===== src/core/asp_params.svh =====
`ifndef ASP_PARAMS_SVH
`define ASP_PARAMS_SVH
// ================================
// Register offsets (byte addresses)
`define ASP_OFF_DATA    12'h000
`define ASP_OFF_STATUS  12'h004
`define ASP_OFF_CTRL    12'h008
`define ASP_OFF_FORMAT  12'h00c
`define ASP_OFF_DIVISOR 12'h010
// ================================
// Status bit positions
`define ASP_ST_BUSY     0
`define ASP_ST_RXAVAIL  1
`define ASP_ST_TXFULL   2
`define ASP_ST_TXEMPTY  3
`define ASP_ST_RXFULL   4
`define ASP_ST_RXERR    5
// ================================
// Reset values
`define ASP_CTRL_RST    9'h000
`define ASP_FORMAT_RST  6'h03
`define ASP_DIV_RST     16'h0000
// ================================
// Timing counts in oversampling ticks
`define ASP_TICKS_BIT   4'hf
`define ASP_TICKS_HALF  4'h7
`define ASP_IR_PULSE    4'h2
`endif


===== src/core/asp_pkg.sv =====
package asp_pkg;
  typedef enum logic [2:0] {TX_IDLE, TX_START, TX_DATA, TX_PARITY, TX_STOP} asp_tx_e;
  typedef enum logic [2:0] {RX_IDLE, RX_START, RX_DATA, RX_PARITY, RX_STOP} asp_rx_e;
  // Control word: fields in bit order 8..0
  typedef struct packed {
    logic dma_err_stop;
    logic dma_tx_en;
    logic dma_rx_en;
    logic infrared_low_power;
    logic infrared_enable;
    logic break_ctl;
    logic receive_enable;
    logic transmit_enable;
    logic port_enable;
  } asp_ctrl_s;
  // Character format: fields in bit order 5..0
  typedef struct packed {
    logic       stick;
    logic       even;
    logic       parity_en;
    logic       stop_two;
    logic [1:0] wlen;
  } asp_fmt_s;
  // One receive queue entry
  typedef struct packed {
    logic       overrun;
    logic       brk;
    logic       parity_err;
    logic       frame_err;
    logic [7:0] data;
  } asp_rxent_s;
endpackage


===== src/core/asp_core.sv =====
`timescale 1ns/1ps
`include "asp_params.svh"
module asp_core
  import asp_pkg::*;
#(
  parameter int TX_DEPTH = 16,
  parameter int RX_DEPTH = 16
) (
  // Clock and reset
  input  wire logic        clk_i,
  input  wire logic        rst_n_i,
  // APB slave
  input  wire logic        psel_i,
  input  wire logic        penable_i,
  input  wire logic        pwrite_i,
  input  wire logic [11:0] paddr_i,
  input  wire logic [31:0] pwdata_i,
  output logic             pready_o,
  output logic [31:0]      prdata_o,
  output logic             pslverr_o,
  // Serial line
  input  wire logic        rxd_i,
  output logic             txd_o,
  // DMA requests
  output logic             dma_rx_req_o,
  output logic             dma_tx_req_o
);
  localparam int TAW = $clog2(TX_DEPTH);
  localparam int RAW = $clog2(RX_DEPTH);

  // ================================
  // APB access
  logic        pready_r;
  logic [31:0] prdata_r;
  logic        pslverr_r;
  logic        setup_acc;
  logic        acc;
  logic        wr_data, rd_data, wr_ctrl, wr_fmt, wr_div, wr_stat;
  logic        addr_ok;
  asp_ctrl_s   ctrl_r;
  asp_fmt_s    fmt_r;
  logic [15:0] div_r;
  logic        rx_err_r;
  logic        busy;

  // Pready is registered, so every access takes exactly one wait state
  assign setup_acc = psel_i & penable_i & ~pready_r;
  assign acc       = psel_i & penable_i & pready_r;
  assign addr_ok   = (paddr_i == `ASP_OFF_DATA) | (paddr_i == `ASP_OFF_STATUS) | (paddr_i == `ASP_OFF_CTRL) |
                     (paddr_i == `ASP_OFF_FORMAT) | (paddr_i == `ASP_OFF_DIVISOR);
  assign wr_data   = acc & pwrite_i & (paddr_i == `ASP_OFF_DATA);
  assign rd_data   = acc & ~pwrite_i & (paddr_i == `ASP_OFF_DATA);
  assign wr_stat   = acc & pwrite_i & (paddr_i == `ASP_OFF_STATUS);
  assign wr_ctrl   = acc & pwrite_i & (paddr_i == `ASP_OFF_CTRL);
  assign wr_fmt    = acc & pwrite_i & (paddr_i == `ASP_OFF_FORMAT);
  assign wr_div    = acc & pwrite_i & (paddr_i == `ASP_OFF_DIVISOR);

  // ================================
  // Queues
  logic [7:0]   txq_mem [TX_DEPTH];
  logic [TAW:0] txq_cnt_r;
  logic [TAW-1:0] txq_rd_r, txq_wr_r;
  asp_rxent_s   rxq_mem [RX_DEPTH];
  logic [RAW:0] rxq_cnt_r;
  logic [RAW-1:0] rxq_rd_r, rxq_wr_r;
  logic         txq_full, txq_empty, rxq_full, rxq_empty;
  logic         tx_pop, tx_flush, rx_push, rx_pop;
  asp_rxent_s   rx_ent;

  assign txq_full  = (txq_cnt_r == (TAW+1)'(TX_DEPTH));
  assign txq_empty = (txq_cnt_r == '0);
  assign rxq_full  = (rxq_cnt_r == (RAW+1)'(RX_DEPTH));
  assign rxq_empty = (rxq_cnt_r == '0);
  assign rx_pop    = rd_data & ~rxq_empty;

  // Read mux, sampled in the cycle pready rises
  always_ff @(posedge clk_i or negedge rst_n_i) begin
    if (!rst_n_i) begin
      pready_r  <= 1'b0;
      prdata_r  <= 32'h0000_0000;
      pslverr_r <= 1'b0;
    end else begin
      pready_r  <= setup_acc;
      pslverr_r <= setup_acc & ~addr_ok;
      if (setup_acc) begin
        unique case (paddr_i)
          `ASP_OFF_DATA:    prdata_r <= rxq_empty ? 32'h0000_0000 : {20'h00000, rxq_mem[rxq_rd_r]};
          `ASP_OFF_STATUS:  prdata_r <= {26'h0000000, rx_err_r, rxq_full, txq_empty, txq_full, ~rxq_empty, busy};
          `ASP_OFF_CTRL:    prdata_r <= {23'h000000, ctrl_r};
          `ASP_OFF_FORMAT:  prdata_r <= {26'h0000000, fmt_r};
          `ASP_OFF_DIVISOR: prdata_r <= {16'h0000, div_r};
          default:          prdata_r <= 32'h0000_0000;
        endcase
      end
    end
  end

  always_ff @(posedge clk_i or negedge rst_n_i) begin
    if (!rst_n_i) begin
      ctrl_r <= `ASP_CTRL_RST;
      fmt_r  <= `ASP_FORMAT_RST;
      div_r  <= `ASP_DIV_RST;
    end else begin
      if (wr_ctrl) ctrl_r <= pwdata_i[8:0];
      if (wr_fmt)  fmt_r  <= pwdata_i[5:0];
      if (wr_div)  div_r  <= pwdata_i[15:0];
    end
  end

  // ================================
  // Baud tick generator
  logic [15:0] baud_cnt_r;
  logic        tick_r;
  always_ff @(posedge clk_i or negedge rst_n_i) begin
    if (!rst_n_i) begin
      baud_cnt_r <= 16'h0000;
      tick_r     <= 1'b0;
    end else if (div_r == 16'h0000) begin
      baud_cnt_r <= 16'h0000;
      tick_r     <= 1'b0;
    end else begin
      tick_r     <= (baud_cnt_r >= div_r - 16'h0001);
      baud_cnt_r <= (baud_cnt_r >= div_r - 16'h0001) ? 16'h0000 : baud_cnt_r + 16'h0001;
    end
  end

  // ================================
  // Transmit queue
  // flush at once while port_enable is low; the character in flight still finishes
  assign tx_flush = ~ctrl_r.port_enable;
  always_ff @(posedge clk_i or negedge rst_n_i) begin
    if (!rst_n_i) begin
      txq_cnt_r <= '0;
      txq_rd_r  <= '0;
      txq_wr_r  <= '0;
    end else if (tx_flush) begin
      txq_cnt_r <= '0;
      txq_rd_r  <= txq_wr_r;
    end else begin
      // writes to a full queue are dropped
      if (wr_data & ~txq_full) begin
        txq_mem[txq_wr_r] <= pwdata_i[7:0];
        txq_wr_r          <= txq_wr_r + 1'b1;
      end
      if (tx_pop) txq_rd_r <= txq_rd_r + 1'b1;
      txq_cnt_r <= txq_cnt_r + (TAW+1)'(wr_data & ~txq_full) - (TAW+1)'(tx_pop);
    end
  end

  // ================================
  // Transmitter
  asp_tx_e    tx_st_r;
  logic [3:0] tx_tk_r;
  logic [2:0] tx_bit_r;
  logic [7:0] tx_sh_r;
  logic       tx_par_r;
  logic       tx_stop2_r;
  logic       tx_line;
  logic       txd_r;
  logic       tx_bit_end;
  logic [2:0] last_bit;

  assign last_bit   = {1'b1, fmt_r.wlen};
  assign tx_bit_end = tick_r & (tx_tk_r == `ASP_TICKS_BIT);
  assign tx_pop     = (tx_st_r == TX_IDLE) & ~txq_empty & ctrl_r.port_enable & ctrl_r.transmit_enable & tick_r;
  // busy covers queued data and the frame in flight
  assign busy       = (tx_st_r != TX_IDLE) | ~txq_empty;

  always_ff @(posedge clk_i or negedge rst_n_i) begin
    if (!rst_n_i) begin
      tx_st_r    <= TX_IDLE;
      tx_tk_r    <= 4'h0;
      tx_bit_r   <= 3'h0;
      tx_sh_r    <= 8'h00;
      tx_par_r   <= 1'b0;
      tx_stop2_r <= 1'b0;
    end else begin
      if (tick_r && tx_st_r != TX_IDLE) tx_tk_r <= tx_tk_r + 4'h1;
      unique case (tx_st_r)
        TX_IDLE: if (tx_pop) begin
          tx_st_r  <= TX_START;
          tx_tk_r  <= 4'h0;
          tx_bit_r <= 3'h0;
          tx_sh_r  <= txq_mem[txq_rd_r];
          tx_par_r <= fmt_r.stick ? ~fmt_r.even : (^(txq_mem[txq_rd_r] & (8'hff >> (3'h3 - {1'b0, fmt_r.wlen}))) ^ ~fmt_r.even);
        end
        TX_START: if (tx_bit_end) tx_st_r <= TX_DATA;
        TX_DATA: if (tx_bit_end) begin
          tx_sh_r  <= tx_sh_r >> 1;
          tx_bit_r <= tx_bit_r + 3'h1;
          // word length ends the data phase
          if (tx_bit_r == last_bit) tx_st_r <= fmt_r.parity_en ? TX_PARITY : TX_STOP;
          tx_stop2_r <= fmt_r.stop_two;
        end
        TX_PARITY: if (tx_bit_end) tx_st_r <= TX_STOP;
        TX_STOP: if (tx_bit_end) begin
          if (tx_stop2_r) tx_stop2_r <= 1'b0;
          else tx_st_r <= TX_IDLE;
        end
      endcase
    end
  end

  always_comb begin
    tx_line = 1'b1;
    unique case (tx_st_r)
      TX_IDLE:   tx_line = 1'b1;
      TX_START:  tx_line = 1'b0;
      TX_DATA:   tx_line = tx_sh_r[0];
      TX_PARITY: tx_line = tx_par_r;
      TX_STOP:   tx_line = 1'b1;
    endcase
  end

  // infrared encoder pulses each zero bit
  always_ff @(posedge clk_i or negedge rst_n_i) begin
    if (!rst_n_i) begin
      txd_r <= 1'b1;
    end else if (ctrl_r.infrared_enable) begin
      txd_r <= ~ctrl_r.break_ctl & ~tx_line & (tx_st_r != TX_IDLE) &
               (ctrl_r.infrared_low_power ? (tx_tk_r == 4'h0) : (tx_tk_r <= `ASP_IR_PULSE));
    end else begin
      txd_r <= tx_line & ~ctrl_r.break_ctl;
    end
  end

  // ================================
  // Receive line conditioning
  logic       rx_s1_r, rx_s2_r, rx_s3_r, rx_lvl_r;
  logic [4:0] ir_hold_r;
  logic       rx_line;
  // Three stages; level moves only when the last two agree
  always_ff @(posedge clk_i or negedge rst_n_i) begin
    if (!rst_n_i) begin
      rx_s1_r  <= 1'b1;
      rx_s2_r  <= 1'b1;
      rx_s3_r  <= 1'b1;
      rx_lvl_r <= 1'b1;
    end else begin
      rx_s1_r <= rxd_i;
      rx_s2_r <= rx_s1_r;
      rx_s3_r <= rx_s2_r;
      if (rx_s2_r == rx_s3_r) rx_lvl_r <= rx_s3_r;
    end
  end

  // infrared decoder stretches a pulse to one bit of zero
  always_ff @(posedge clk_i or negedge rst_n_i) begin
    if (!rst_n_i) begin
      ir_hold_r <= 5'h00;
    end else if (rx_lvl_r) begin
      ir_hold_r <= 5'h10;
    end else if (tick_r && ir_hold_r != 5'h00) begin
      ir_hold_r <= ir_hold_r - 5'h01;
    end
  end
  assign rx_line = ctrl_r.infrared_enable ? (ir_hold_r == 5'h00) : rx_lvl_r;

  // ================================
  // Receiver
  asp_rx_e    rx_st_r;
  logic [3:0] rx_tk_r;
  logic [2:0] rx_bit_r;
  logic [7:0] rx_sh_r;
  logic       rx_pe_r, rx_ovr_r, rx_zero_r;
  logic       rx_mid;
  logic [7:0] rx_data;

  assign rx_mid  = tick_r & (rx_tk_r == `ASP_TICKS_BIT);
  assign rx_data = rx_sh_r >> (3'h3 - {1'b0, fmt_r.wlen});
  // status bits travel with the character
  // break is all zero bits with a zero stop bit
  // Parity flop also gathers the data xor, so it only means an error after a parity bit
  assign rx_ent  = '{overrun: rx_ovr_r, brk: rx_zero_r & ~rx_line, parity_err: rx_pe_r & fmt_r.parity_en,
                     frame_err: ~rx_line, data: rx_zero_r & ~rx_line ? 8'h00 : rx_data};
  assign rx_push = (rx_st_r == RX_STOP) & rx_mid;

  // start, parity and stop removed before queuing
  always_ff @(posedge clk_i or negedge rst_n_i) begin
    if (!rst_n_i) begin
      rx_st_r   <= RX_IDLE;
      rx_tk_r   <= 4'h0;
      rx_bit_r  <= 3'h0;
      rx_sh_r   <= 8'h00;
      rx_pe_r   <= 1'b0;
      rx_zero_r <= 1'b0;
    end else begin
      if (tick_r && rx_st_r != RX_IDLE) rx_tk_r <= rx_tk_r + 4'h1;
      unique case (rx_st_r)
        RX_IDLE: if (tick_r && !rx_line && ctrl_r.port_enable && ctrl_r.receive_enable) begin
          rx_st_r   <= RX_START;
          rx_tk_r   <= 4'h0;
          rx_zero_r <= 1'b1;
        end
        // re-check start at its centre, then align to centres
        RX_START: if (tick_r && rx_tk_r == `ASP_TICKS_HALF) begin
          rx_tk_r  <= 4'h0;
          rx_bit_r <= 3'h0;
          rx_pe_r  <= 1'b0;
          rx_st_r  <= rx_line ? RX_IDLE : RX_DATA;
        end
        RX_DATA: if (rx_mid) begin
          rx_sh_r   <= {rx_line, rx_sh_r[7:1]};
          rx_zero_r <= rx_zero_r & ~rx_line;
          rx_pe_r   <= rx_pe_r ^ rx_line;
          rx_bit_r  <= rx_bit_r + 3'h1;
          if (rx_bit_r == last_bit) rx_st_r <= fmt_r.parity_en ? RX_PARITY : RX_STOP;
        end
        RX_PARITY: if (rx_mid) begin
          rx_zero_r <= rx_zero_r & ~rx_line;
          rx_pe_r   <= fmt_r.stick ? (rx_line != ~fmt_r.even) : ((rx_pe_r ^ rx_line) != ~fmt_r.even);
          rx_st_r   <= RX_STOP;
        end
        RX_STOP: if (rx_mid) rx_st_r <= RX_IDLE;
      endcase
    end
  end

  always_ff @(posedge clk_i or negedge rst_n_i) begin
    if (!rst_n_i) begin
      rxq_cnt_r <= '0;
      rxq_rd_r  <= '0;
      rxq_wr_r  <= '0;
    end else begin
      if (rx_push & ~rxq_full) begin
        rxq_mem[rxq_wr_r] <= rx_ent;
        rxq_wr_r          <= rxq_wr_r + 1'b1;
      end
      if (rx_pop) rxq_rd_r <= rxq_rd_r + 1'b1;
      rxq_cnt_r <= rxq_cnt_r + (RAW+1)'(rx_push & ~rxq_full) - (RAW+1)'(rx_pop);
    end
  end

  // Overrun is carried on the next character that fits, since the lost one has no slot
  always_ff @(posedge clk_i or negedge rst_n_i) begin
    if (!rst_n_i) begin
      rx_ovr_r <= 1'b0;
    end else if (rx_push) begin
      rx_ovr_r <= rxq_full;
    end
  end

  // ================================
  // DMA requests
  logic dma_rx_r, dma_tx_r;
  // Error seen: set wins over a software clear in the same cycle
  always_ff @(posedge clk_i or negedge rst_n_i) begin
    if (!rst_n_i) begin
      rx_err_r <= 1'b0;
    end else if (rx_push & (rx_ent.parity_err | rx_ent.frame_err | rx_ent.brk | rx_ent.overrun)) begin
      rx_err_r <= 1'b1;
    end else if (wr_stat & pwdata_i[`ASP_ST_RXERR]) begin
      rx_err_r <= 1'b0;
    end
  end

  always_ff @(posedge clk_i or negedge rst_n_i) begin
    if (!rst_n_i) begin
      dma_rx_r <= 1'b0;
      dma_tx_r <= 1'b0;
    end else begin
      dma_rx_r <= ctrl_r.dma_rx_en & ~rxq_empty & ~(ctrl_r.dma_err_stop & rx_err_r);
      dma_tx_r <= ctrl_r.dma_tx_en & ~txq_full & ctrl_r.port_enable;
    end
  end

  assign pready_o     = pready_r;
  assign prdata_o     = prdata_r;
  assign pslverr_o    = pslverr_r;
  assign txd_o        = txd_r;
  assign dma_rx_req_o = dma_rx_r;
  assign dma_tx_req_o = dma_tx_r;
endmodule // asp_core


===== config.mk =====
export PLATFORM = sky130hd
export DESIGN_NAME = asp_core
export DESIGN_NICKNAME = d
export VERILOG_FILES = /design/src/core/asp_pkg.sv /design/src/core/asp_core.sv
export VERILOG_INCLUDE_DIRS = /design/src /design/src/core
export SDC_FILE = /design/constraint.sdc
export NUM_CORES = 1
export LEC_CHECK = 0
export CAP_MARGIN = 40
export CORE_MARGIN = 1
export CORE_UTILIZATION = 35
export CTS_CLUSTER_SIZE = 30
export DETAILED_ROUTE_END_ITERATION = 10
export DONT_BUFFER_PORTS = 1
export PLACE_DENSITY = 0.47
export SYNTH_ARGS = -nofsm -noshare
export SYNTH_HDL_FRONTEND = slang
export SYNTH_SLANG_ARGS = --single-unit
export TNS_END_PERCENT = 5

===== constraint.sdc =====
create_clock -name clk_i -period 4.3 [get_ports clk_i]
set_input_delay 0.86 -clock clk_i [delete_from_list [all_inputs] [get_ports clk_i]]
set_output_delay 0.86 -clock clk_i [all_outputs]
set_load 0.005 [all_outputs]

# Word level (Yosys, flattened, before mapping)
# Memory sizes are Yosys's and may differ from the RTL's.
# Cells that the tools add are included.
op_classes:
  n_addsub: 16
  order_cmp: 2
  eq_ne: 37
  n_shift: 2
  n_mux: 67
  bitwise_logic: 62
  reduce_logical: 41
ops:
  columns: ["cell", "n"]
  rows:
  - ["one-hot mux 16 bit (5 select lines)", 1]
  - ["two-way mux 3 bit", 18]
  - ["AND 1 bit", 35]
  - ["two-way mux 16 bit", 2]
  - ["two-way mux 4 bit", 8]
  - ["one-hot mux 3 bit (5 select lines)", 2]
  - ["inequality test 2 bit, second input constant", 13]
  - ["adder 4 x 1 -> 4 bit, second input constant", 6]
  - ["== test 12 x 4 -> 1 bit, second input constant", 2]
  - ["two-way mux 8 bit", 3]
  - ["two-way mux 1 bit", 20]
  - ["adder 16 x 1 -> 16 bit, second input constant", 1]
  - [">= comparator 16 bit", 1]
  - ["logical NOT 16 bit", 1]
  - ["one-hot mux 8 bit (2 select lines)", 1]
  - ["subtractor 16 x 1 -> 16 bit, second input constant", 1]
  - ["logical NOT 5 bit", 3]
  - ["two-way mux 5 bit", 3]
  - ["== test 12 x 3 -> 1 bit, second input constant", 1]
  - ["== test 12 x 5 -> 1 bit, second input constant", 1]
  - ["== test 3 x 2 -> 1 bit, second input constant", 4]
  - ["logical NOT 12 bit", 1]
  - ["two-way mux 12 bit", 1]
  - ["inverter 1 bit", 12]
  - ["other kinds (42)", 86]
totals:
  register_bits: 162
  mem_bits_rw: 320
  in_bits: 50
  output_inout_bits: 37
  wordCells: 277
  memories: 2
mem_list:
  columns: ["memory", "depth", "word_bits", "read_ports", "rd_ports_with_merged_regs", "write_ports", "line_no", "text"]
  rows:
  - ["rxq_mem", 16, 12, 1, 0, 1, "asp_core.sv:63", "asp_rxent_s rxq_mem [RX_DEPTH];"]
  - ["txq_mem", 16, 8, 1, 0, 1, "asp_core.sv:60", "logic [7:0] txq_mem [TX_DEPTH];"]

# Depth between registers and ports, before layout
# Gate-level depths: netlist of the first run.
logic_depth:
  ltp_word: 9
  mapped_depth: 17
  depth_no_buf: 16

# Worst setup path after synthesis of the first run
# OpenSTA, ideal clock, no wires.
synth_path:
  path_kind: "input port to flip-flop"
  startpoint: "in paddr_i[9]"
  endpoint: "reg rxq_cnt_r[4]"
  setup_time_ns: 0.125
  arrival_ns: 3.506
  required_ns: 4.175
  path_slack_ns: 0.668
  path_stages: 15
  path_buffers: 0
  cell_sequence: "nor4_1 and3_1 nor2b_1 and3_1 nor3b_1 ha_1 inv_1 ha_1 inv_1 fa_1 inv_1 a21oi_1 nor2_1 nor2_1 xnor2_1"
synth_between:
  elab_chain_cells: 4
synth_rtl:
  columns: ["item", "line_no", "text"]
  rows:
  - ["start: declaration", "asp_core.sv:16", "input wire logic [11:0] paddr_i,"]
  - ["logical NOT 12 bit", null, null]
  - ["AND 1 bit", "asp_core.sv:52", "assign rd_data = acc & ~pwrite_i & (paddr_i == `ASP_OFF_DATA);"]
  - ["AND 1 bit", "asp_core.sv:74", "assign rx_pop = rd_data & ~rxq_empty;"]
  - ["net rx_pop", "asp_core.sv:67", "logic tx_pop, tx_flush, rx_push, rx_pop;"]
  - ["subtractor 5 x 1 -> 5 bit", "asp_core.sv:330", "rxq_cnt_r <= rxq_cnt_r + (RAW+1)'(rx_push & ~rxq_full) - (RAW+1)'(rx_pop);"]
  - ["end signal: assignment", "asp_core.sv:330", null]
  - ["end: declaration", "asp_core.sv:64", "logic [RAW:0] rxq_cnt_r;"]
# The timed path passes the listed nets, and every way through them passes these cells.
# A chain may end at the register's enable or synchronous reset.

# Worst setup path after layout of the first run
layout_path:
  startpoint: "reg div_r[0]"
  endpoint: "reg baud_cnt_r[6]"
layout_between:
  elab_chain_cells: 4
layout_rtl:
  columns: ["item", "line_no", "text"]
  rows:
  - ["start: declaration", "asp_core.sv:42", "logic [15:0] div_r;"]
  - ["start signal: assignment", "asp_core.sv:102", "div_r <= `ASP_DIV_RST;"]
  - ["start signal: assignment", "asp_core.sv:106", "if (wr_div) div_r <= pwdata_i[15:0];"]
  - ["subtractor 16 x 1 -> 16 bit", "asp_core.sv:123", "baud_cnt_r <= (baud_cnt_r >= div_r - 16'h0001) ? 16'h0000 : baud_cnt_r + 16'h0001;"]
  - [">= comparator 16 bit", "asp_core.sv:123", null]
  - ["two-way mux 16 bit", "asp_core.sv:123", null]
  - ["two-way mux 16 bit *", "asp_core.sv:118", "end else if (div_r == 16'h0000) begin"]
  - ["end signal: assignment", "asp_core.sv:123", null]
  - ["end: declaration", "asp_core.sv:112", "logic [15:0] baud_cnt_r;"]
# Every way passes the cells marked *; elsewhere a longest branch is shown, timed or not.

==> results of run 1 <==
power by group through the flow:
stage | Sequential [mW] | Clock (mW) | Combinational (mW)
final | 4.92 | 4.31 | 0.418
after global routing | 4.93 | 4.65 | 0.483
after CTS | 4.92 | 4.45 | 0.424
after detailed placement | 5.01 | 0 | 0.392
after global placement | 5.01 | 0 | 0.380
after floorplan | 4.98 | 0 | 0.348
final cells by class:
class | instances | area (um^2)
fill | 5214 | 33800
sequential | 466 | 13300
multi-input combinational | 744 | 6560
clock buffer | 69 | 1370
tap | 756 | 946
timing repair buffer | 67 | 601
clock inverter | 23 | 268
inverter | 40 | 150
per-stage QoR:
step	setup slack, ns	utilization, %
6_report	0.690	40.7
5_1_grt	0.380	40.7
4_1_cts	0.654	40.7
3_5_place_dp	0.440	37.8
3_3_place_gp	0.480	37.7
2_1_floorplan	0.668	-
state kept, by name, summed over array words and instances (netlist names), 5 cells and up:
register and cells:
fmt_r 6, ir_hold_r 5, txq_cnt_r 5, ctrl_r 9
div_r 16, baud_cnt_r 16, txq_mem 128, prdata_o 16
rx_sh_r 8, tx_sh_r 8, rxq_cnt_r 5, rxq_mem 192
worst reg2reg max path, cell delays in order, from the launching register on:
cell      delay, ns
dfrtp_1        0.41
inv_1          0.14
ha_1           0.20
nand2_1        0.08
or3_1          0.39
or3_1          0.37
nor3_1         0.19
xnor2_1        0.15
ha_1           0.26
nor2b_1        0.13
o21ai_0        0.15
nand2b_1       0.09
nor2_1         0.09
o21ai_1        0.06
buf_4          0.20
a21oi_1        0.17
inv_2          0.15
a211oi_1       0.28
placed cells by master (no fill, tap or decap), types with 8 or more instances in the layout:
master	n
conb_1	16
nor2b_1	13
o22ai_1	9
edfxtp_1	320
mux2_2	41
o21ai_0	27
inv_1	38
nor3_1	15
mux4_1	9
a21o_1	14
nand3_1	32
a21oi_1	37
clkbuf_16	50
ha_1	47
nand4_1	11
xor2_1	30
dfrtp_1	136
buf_4	60
mux4_2	87
a211oi_1	25
clkbuf_1	14
and3_1	10
xnor2_1	33
nor2_1	94
clkinv_2	9
nand2_1	82
or3_1	8
a22oi_1	10
synth_stat cells, drive strengths merged (3+ instances only):
library cell	n	share of area, %
o31ai	6	0.22
mux4	96	11
a21o	14	0.52
and3	10	0.31
xor2	30	1.3
inv	40	0.74
mux2	41	2.3
o21ai	34	0.84
ha	47	2.9
nand2b	7	0.22
nand3b	5	0.18
a221o	5	0.25
buf	33	1.3
nor2b	13	0.40
dfstp	7	0.90
nand2	82	1.5
a211oi	25	0.92
a22o	6	0.26
a22oi	10	0.37
or3	8	0.25
dfrtp	139	17
and2	7	0.22
clkbuf	42	0.78
a31oi	5	0.15
mux2i	7	0.34
nor2	94	1.7
a21oi	37	0.91
o22ai	9	0.28
a222oi	3	0.15
nand3	32	0.79
nor3	15	0.37
a221oi	4	0.20
nor3b	3	0.14
xnor2	33	1.4
edfxtp	320	47
nand4	11	0.34
final timing paths:
check | startpoint | endpoint | slack, ns | cells past startpoint
min in group clk_i | rxd_i | rx_s1_r | 0.28 | 0
worst max-delay path | div_r[0] | baud_cnt_r[6] | 0.69 | 17
worst max register to register | div_r[0] | baud_cnt_r[6] | 0.69 | 17
max in group asynchronous | rst_n_i | rxq_rd_r[0] | 3.43 | 1
worst min-delay path | rst_n_i | rx_lvl_r | 0.13 | 0
worst min register to register | rx_s1_r | rx_s2_r | 0.36 | 0
layer usage:
layer | vias up | GRT usage, % | share of wire [%]
met5 | - | 0 | 0
met1 | 5610 | 22.2 | 47
met3 | 64 | 2.70 | 3.6
met4 | 0 | 4.25 | 2.1
met2 | 158 | 25.3 | 47
li1 | 5120 | - | -
kinds of logic (layout without fill, tap and decap cells):
logic type               Yosys count  count (layout)  share of synthesized area (%)
buffers and inverters            115             199                           2.79
XOR/XNOR                          64              64                           2.82
multiplexers                     144             144                           13.4
adder cells (fa/ha/maj)           50              50                           3.14
flip-flops                       466             466                           65.3
AO/OA/AOI/OAI                    169             169                           5.56
other                              1              16                         0.0184
AND/OR/NAND/NOR                  301             301                           7.00
==> flow_metrics.env, run 1 <==
export IMPL_status="finished, final reports clean"
export IMPL_fmax_mhz=277
export IMPL_cts_buffers=50
export IMPL_crit_buf_inv=3
export IMPL_cp_required_ns=4.77
export IMPL_hold_viol_final=0
export IMPL_path_class="reg -> reg"
export IMPL_dp_cells=2071
export IMPL_min_path_type="in -> async"
export IMPL_hold_buffers=1
export IMPL_tritoncts="built"
export IMPL_slowest_delay_ns=0.41
export IMPL_antenna_found_initial=0
export IMPL_grt_pass1_vias=11300
export IMPL_synthFlopType="edfxtp_1"
export IMPL_grt_max_degree=140
export IMPL_gp_congestion=0.787
export IMPL_rsz0062_at_grt="false"
export IMPL_cts_repair_resized=0
export IMPL_rows=87
export IMPL_leakage_nw=8.75
export IMPL_cts_max_path_buffers=3
export IMPL_gr_total_overflow=0
export IMPL_cp_arrival_ns=4.08
export IMPL_numClockSinks=466
export IMPL_io_pins=87
export IMPL_syn_area_um2=20300
export IMPL_clock_skew_ns=0.0207
export IMPL_setup_tns_ns=0
export IMPL_power_frac_seq_pct=51.0
export IMPL_yosys_warnings=0
export IMPL_start_util_pct=35.7
export IMPL_dpl_instance_area_um2=21500
export IMPL_dpl_hpwl_mm=30.1
export IMPL_routedWlPerCell_um=20.9
export IMPL_tightestPinTransition_ns=0.902
export IMPL_setup_viol=0
export IMPL_worstPathMaxFanout=17
export IMPL_final_cells=2165
export IMPL_p_clk_share_pct=44.7
export IMPL_switching_share_pct=21.7
export IMPL_endpoint_kind="flip-flop"
export IMPL_synth_edff_count=320
export IMPL_crit_family="simple AND/OR/NAND/NOR gates"
export IMPL_finalCritPeriodShare_pct=83.9
export IMPL_fin_crit_ns=3.61
export IMPL_ir_drop_mv=0.296
export IMPL_yosysSeqAreaShare_pct=65.3
export IMPL_num_antenna_cells=0
export IMPL_routed_via_density=5.06
export IMPL_async_flop_share_pct=31.3
export IMPL_power_switching_mw=2.09
export IMPL_syn2layout_area_growth_pct=13.9
export IMPL_avgSynthCellArea_um2=15.5
export IMPL_remaining_drc_errors=0
export IMPL_first_pass_iters=5
export IMPL_cts_setup_buffers=0
export IMPL_finalPower_mw=9.65
export IMPL_die_area_um2=59100
export IMPL_maxCapViolations=0
export IMPL_critPathSlowestCell="dfrtp_1"
export IMPL_cts_root_buffer="clkbuf_16"
export IMPL_p_per_area_nw_per_um2=417
export IMPL_num_vias=11000
export IMPL_ys_types=71
export IMPL_cp_start_kind="flip-flop"
export IMPL_first_iter_violations=596
export IMPL_fin_nets=1468
export IMPL_cts_max_level=2
export IMPL_syn_inst=1310
export IMPL_slew_viol_final=0
export IMPL_ys_ff_latch=466
export IMPL_relSlewSlack_pct=39.7
export IMPL_comb_power_share_pct=4.3
export IMPL_ant_nets=0
export IMPL_hold_slack_ns=0.127
export IMPL_final_layout_size_suffix_gt1_share_pct=20.3
export IMPL_power_internal_mw=7.56
export IMPL_fp_dieW_um=243
export IMPL_grt_pass1_wl_mm=71.0
export IMPL_path_clk_slew_ns=0.06
export IMPL_track_usage_pct=15.8
export IMPL_post_route_cell_area_um2=23200
export IMPL_core_area_um2=56900
export IMPL_port_buffers=0
export IMPL_die_h_um=243
export IMPL_insertion_delay_ns=0.59
export IMPL_critical_path_cell_chain="inv_1 > ha_1 > nand2_1 > or3_1 > or3_1 > nor3_1 > xnor2_1 > ha_1 > nor2b_1 > o21ai_0 > nand2b_1 > nor2_1 > o21ai_1 > buf_4 > a21oi_1 > inv_2 > a211oi_1"
export IMPL_totalWireLength_mm=45.2
Power figures use the tool's default switching activity.
==> run 2: changes to the inputs <==
==> constraint.sdc (replaced) <==
create_clock -name clk_i -period 3.68 [get_ports clk_i]
set_input_delay 0.736 -clock clk_i [delete_from_list [all_inputs] [get_ports clk_i]]
set_output_delay 0.736 -clock clk_i [all_outputs]
set_load 0.005 [all_outputs]
==> flow_metrics.env, run 2 (synthesis results as in run 1) <==
export IMPL_switching_share_pct=21.1
export IMPL_num_vias=11200
export IMPL_clock_skew_ns=0.0184
export IMPL_cts_root_buffer="clkbuf_16"
export IMPL_ant_nets=0
export IMPL_maxCapViolations=0
export IMPL_path_clk_slew_ns=0.06
export IMPL_cts_max_level=2
export IMPL_routedWlPerCell_um=21.5
export IMPL_endpoint_kind="flip-flop"
export IMPL_grt_pass1_vias=11500
export IMPL_routed_via_density=5.13
export IMPL_grt_pass1_wl_mm=72.8
export IMPL_totalWireLength_mm=47.0
export IMPL_crit_buf_inv=2
export IMPL_insertion_delay_ns=0.59
export IMPL_power_switching_mw=2.44
export IMPL_slowest_delay_ns=0.46
export IMPL_top_register="rxq_mem"
export IMPL_p_clk_share_pct=46.1
export IMPL_mostFrequentLayoutCells="edfxtp_1 (320), dfrtp_1 (136), nor2_1 (94)"
export IMPL_worstPathMaxFanout=16
export IMPL_leakage_nw=8.88
export IMPL_tritoncts="built"
export IMPL_die_area_um2=59100
export IMPL_remaining_drc_errors=0
export IMPL_rr_startpoint="div_r[0]"
export IMPL_num_antenna_cells=0
export IMPL_post_route_cell_area_um2=23400
export IMPL_rsz0062_at_grt="false"
export IMPL_ir_drop_mv=0.383
export IMPL_io_pins=87
export IMPL_comb_power_share_pct=4.1
export IMPL_first_iter_violations=638
export IMPL_cts_max_path_buffers=3
export IMPL_setup_viol=0
export IMPL_path_class="reg -> reg"
export IMPL_fp_dieW_um=243
export IMPL_core_area_um2=56900
export IMPL_syn2layout_area_growth_pct=15.1
export IMPL_die_h_um=243
export IMPL_fillerInstances=5173
export IMPL_tightestPinTransition_ns=0.852
export IMPL_port_buffers=0
export IMPL_hold_viol_final=139
export IMPL_critical_path_cell_chain="inv_1 > ha_1 > nand2_1 > or3_1 > or4_1 > xor2_1 > ha_1 > a21o_1 > a21oi_1 > nand2_1 > a21oi_2 > inv_4 > a211oi_1"
export IMPL_relSlewSlack_pct=43.0
export IMPL_crit_family="simple AND/OR/NAND/NOR gates"
export IMPL_reg2reg_depth=13
export IMPL_layout_commonest_cell="edfxtp_1"
export IMPL_r2r_slack_ns=0.38
export IMPL_cts_buffers=51
export IMPL_gp_congestion=0.807
export IMPL_cp_required_ns=4.16
export IMPL_numClockSinks=466
export IMPL_cp_start_kind="flip-flop"
export IMPL_p_per_area_nw_per_um2=493
export IMPL_power_frac_seq_pct=49.8
export IMPL_dpl_instance_area_um2=21600
export IMPL_dpl_hpwl_mm=31.3
export IMPL_timing_rr_end="baud_cnt_r[2]"
export IMPL_rows=87
export IMPL_finalCritPeriodShare_pct=89.7
export IMPL_top_regs="rxq_mem x192, txq_mem x128"
export IMPL_cts_setup_buffers=0
export IMPL_antenna_found_initial=0
export IMPL_start_util_pct=35.7
export IMPL_first_pass_iters=5
export IMPL_final_layout_size_suffix_gt1_share_pct=21.8
export IMPL_power_internal_mw=9.11
export IMPL_fin_crit_ns=3.30
export IMPL_critPathSlowestCell="or4_1"
export IMPL_fin_nets=1484
export IMPL_cp_arrival_ns=3.79
export IMPL_setup_tns_ns=0
export IMPL_status="finished with violations"
export IMPL_hold_slack_ns=-0.153
export IMPL_post_route_util_pct=41.1
export IMPL_fmax_mhz=303
export IMPL_slew_viol_final=0
export IMPL_track_usage_pct=16.3
export IMPL_gr_total_overflow=0
export IMPL_min_path_type="in -> async"
export IMPL_largest_reg_flops=192
export IMPL_grt_max_degree=152
export IMPL_violations="hold timing"
[run 2: changes by cell type in the layout (fill, tap and decap cells not counted), moves of 4 or more]
cell / delta
buf_4: +14
a211oi_1: -4
clkinv_1: +4
clkbuf_1: -7
a211oi_2: +4
[run 2: area by class of cell]
type	count	area, um^2	area share [%]
Multi-Input combinational cell	744	6590	28.1
Inverter	40	153	0.652
Sequential cell	466	13300	56.7
Timing Repair Buffer	82	697	2.98
Tap cell	756	946	4.04
Clock inverter	30	363	1.55
Clock buffer	63	1390	5.95
[run 2: timing repair]
action	CTS	global route
endpoints found under the setup margin	0	16
endpoints found under the hold margin	146	139
gates resized for setup	0	7
[run 2: worst reg2reg max path, cell delays in order (launching register included)]
cell,delay (ns)
dfrtp_1,0.40
inv_1,0.13
ha_1,0.20
nand2_1,0.08
or3_1,0.39
or4_1,0.46
xor2_1,0.16
ha_1,0.30
a21o_1,0.16
a21oi_1,0.23
nand2_1,0.14
a21oi_2,0.20
inv_4,0.11
a211oi_1,0.24
[run 2: per-stage QoR]
stage          power, mW  setup WS [ns]  cells  hold WS, ns
6_report            11.6          0.378   2181       -0.153
5_1_grt             12.0         0.0374   2181       -0.187
4_1_cts             11.7          0.235   2181       -0.195
3_5_place_dp        6.32         0.0761   2088        0.348
3_3_place_gp        6.31         0.0892   2084        0.354
2_1_floorplan       6.22          0.172   1325        0.345
[run 2: worst max-delay path by stage]
stage	endpoint	startpoint	cells past startpoint
2_1_floorplan	rxq_cnt_r[4]	paddr_i[9]	15
3_3_place_gp	rxq_cnt_r[4]	paddr_i[9]	15
3_5_place_dp	rxq_cnt_r[4]	paddr_i[9]	15
4_1_cts	baud_cnt_r[2]	div_r[0]	16
5_1_grt	baud_cnt_r[2]	div_r[0]	16
6_report	baud_cnt_r[2]	div_r[0]	13
[run 2: power groups by stage]
stage	sequential, mW	combinational, mW	clock [mW]
floorplan	5.81	0.407	0
global placement	5.86	0.451	0
detailed placement	5.86	0.468	0
CTS	5.75	0.469	5.49
global route	5.76	0.534	5.68
finish	5.75	0.471	5.33
[run 2: layer usage]
metal | vias to the layer above | track usage [%] | wire, um
met5 | - | 0 | 0
met4 | 0 | 4.37 | 916
met3 | 62 | 2.66 | 1700
met2 | 162 | 26.7 | 22800
met1 | 5806 | 22.4 | 21500
li1 | 5153 | - | -
==> run 3: changes to the inputs <==
--- a/config.mk
+++ b/config.mk
@@ -7,12 +7,14 @@
 export NUM_CORES = 1
 export LEC_CHECK = 0
 export CAP_MARGIN = 40
+export CELL_PAD_IN_SITES_DETAIL_PLACEMENT = 0
+export CELL_PAD_IN_SITES_GLOBAL_PLACEMENT = 2
 export CORE_MARGIN = 1
 export CORE_UTILIZATION = 35
 export CTS_CLUSTER_SIZE = 30
 export DETAILED_ROUTE_END_ITERATION = 10
 export DONT_BUFFER_PORTS = 1
-export PLACE_DENSITY = 0.47
+export PLACE_DENSITY = 0.6
 export SYNTH_ARGS = -nofsm -noshare
 export SYNTH_HDL_FRONTEND = slang
 export SYNTH_SLANG_ARGS = --single-unit
==> flow_metrics.env, run 3 (synthesis results as in run 1) <==
export IMPL_dpl_instance_area_um2=21500
export IMPL_final_cells=2174
export IMPL_cts_root_buffer="clkbuf_16"
export IMPL_fmax_mhz=296
export IMPL_reg2reg_depth=16
export IMPL_post_route_cell_area_um2=23300
export IMPL_cp_start_kind="flip-flop"
export IMPL_maxCapViolations=0
export IMPL_routedWlPerCell_um=22.3
export IMPL_layout_commonest_cell="edfxtp_1"
export IMPL_finalPower_mw=11.6
export IMPL_r2r_slack_ns=0.31
export IMPL_rr_startpoint="rxq_cnt_r[3]"
export IMPL_io_pins=87
export IMPL_fin_crit_ns=3.37
export IMPL_slew_viol_final=0
export IMPL_port_buffers=0
export IMPL_hold_slack_ns=-0.139
export IMPL_ir_drop_mv=0.411
export IMPL_crit_buf_inv=5
export IMPL_syn2layout_area_growth_pct=14.6
export IMPL_remaining_drc_errors=0
export IMPL_fp_dieW_um=243
export IMPL_cp_required_ns=4.15
export IMPL_tightestPinTransition_ns=0.923
export IMPL_grt_pass1_vias=11600
export IMPL_track_usage_pct=16.8
export IMPL_largest_reg_flops=192
export IMPL_dpl_hpwl_mm=31.6
export IMPL_finalCritPeriodShare_pct=91.7
export IMPL_endpoint_kind="flip-flop"
export IMPL_post_route_util_pct=40.9
export IMPL_path_clk_slew_ns=0.06
export IMPL_min_path_type="in -> async"
export IMPL_first_iter_violations=747
export IMPL_gp_congestion=0.738
export IMPL_leakage_nw=8.82
export IMPL_critical_path_cell_chain="inv_1 > ha_1 > or4b_2 > and3_1 > nor3b_1 > buf_4 > ha_1 > inv_1 > ha_1 > inv_1 > fa_1 > inv_1 > a21oi_1 > nor2_1 > nor2_1 > xnor2_1"
export IMPL_top_regs="rxq_mem x192, txq_mem x128"
export IMPL_grt_max_degree=152
export IMPL_numClockSinks=466
export IMPL_relSlewSlack_pct=38.2
export IMPL_grt_pass1_wl_mm=74.4
export IMPL_rsz0062_at_grt="false"
export IMPL_insertion_delay_ns=0.60
export IMPL_die_area_um2=59100
export IMPL_cp_arrival_ns=3.84
export IMPL_cts_max_level=2
export IMPL_core_area_um2=56900
export IMPL_slowest_delay_ns=0.74
export IMPL_num_vias=11100
export IMPL_crit_top_cell="inv_1"
export IMPL_worst_slack_ns=0.306
export IMPL_hold_viol_final=139
export IMPL_final_layout_size_suffix_gt1_share_pct=21.0
export IMPL_cts_setup_buffers=0
export IMPL_totalWireLength_mm=48.5
export IMPL_p_per_area_nw_per_um2=499
export IMPL_setup_viol=0
export IMPL_ant_nets=0
export IMPL_violations="hold timing"
export IMPL_setup_tns_ns=0
export IMPL_start_util_pct=35.7
export IMPL_top_register="rxq_mem"
export IMPL_fin_nets=1473
export IMPL_worstPathMaxFanout=3
export IMPL_clock_skew_ns=0.0196
export IMPL_dp_cells=2076
export IMPL_path_class="reg -> reg"
export IMPL_critPathSlowestCell="or4b_2"
export IMPL_routed_via_density=5.11
export IMPL_crit_family="simple AND/OR/NAND/NOR gates"
export IMPL_first_pass_iters=5
export IMPL_die_h_um=243
export IMPL_status="finished with violations"
export IMPL_timing_rr_end="rxq_cnt_r[4]"
export IMPL_gr_total_overflow=0
export IMPL_antenna_found_initial=1
export IMPL_rows=87
export IMPL_tritoncts="built"
export IMPL_mostFrequentLayoutCells="edfxtp_1 (320), dfrtp_1 (136), nor2_1 (94)"
export IMPL_cts_max_path_buffers=3
export IMPL_post_place_ws_ns=-0.0186
export IMPL_cts_buffers=52
## run 3: cell type report
cell class                      count  area, um^2
Antenna cell                        2        5.00
Clock buffer                       62        1380
Clock inverter                     34         413
Fill cell                        5166       33600
Inverter                           40         150
Multi-Input combinational cell    744        6560
Sequential cell                   466       13300
Tap cell                          756         946
Timing Repair Buffer               70         576
## run 3: worst max path at each step
stage,cells after the start,to,startpoint
CTS,16,baud_cnt_r[5],div_r[0]
global route,16,baud_cnt_r[3],div_r[0]
floorplan,15,rxq_cnt_r[4],paddr_i[9]
finish,16,rxq_cnt_r[4],rxq_cnt_r[3]
global placement,16,rxq_cnt_r[4],paddr_i[9]
detailed placement,16,rxq_cnt_r[4],paddr_i[9]
## run 3: routing by layer
metal / vias to the layer above / global-route usage [%] / part of all wire [%]
met5: - / 0 / 0
met3: 69 / 2.83 / 3.2
li1: 5121 / - / -
met2: 139 / 26.6 / 48
met1: 5774 / 23.6 / 47
met4: 0 / 5.09 / 2.2
## run 3: what timing repair did
action,in CTS,in global routing
hold endpoints to repair,139,139
gates resized for setup,0,1
endpoints found under the setup margin,0,5
## run 3: power by group
part           leakage (nW)  switching (mW)  total [mW]  internal (mW)
sequential             5.20          0.0819        5.74           5.66
clock                 0.871            2.17        5.42           3.25
combinational          2.75           0.264       0.468          0.204
total                  8.82            2.52        11.6           9.11
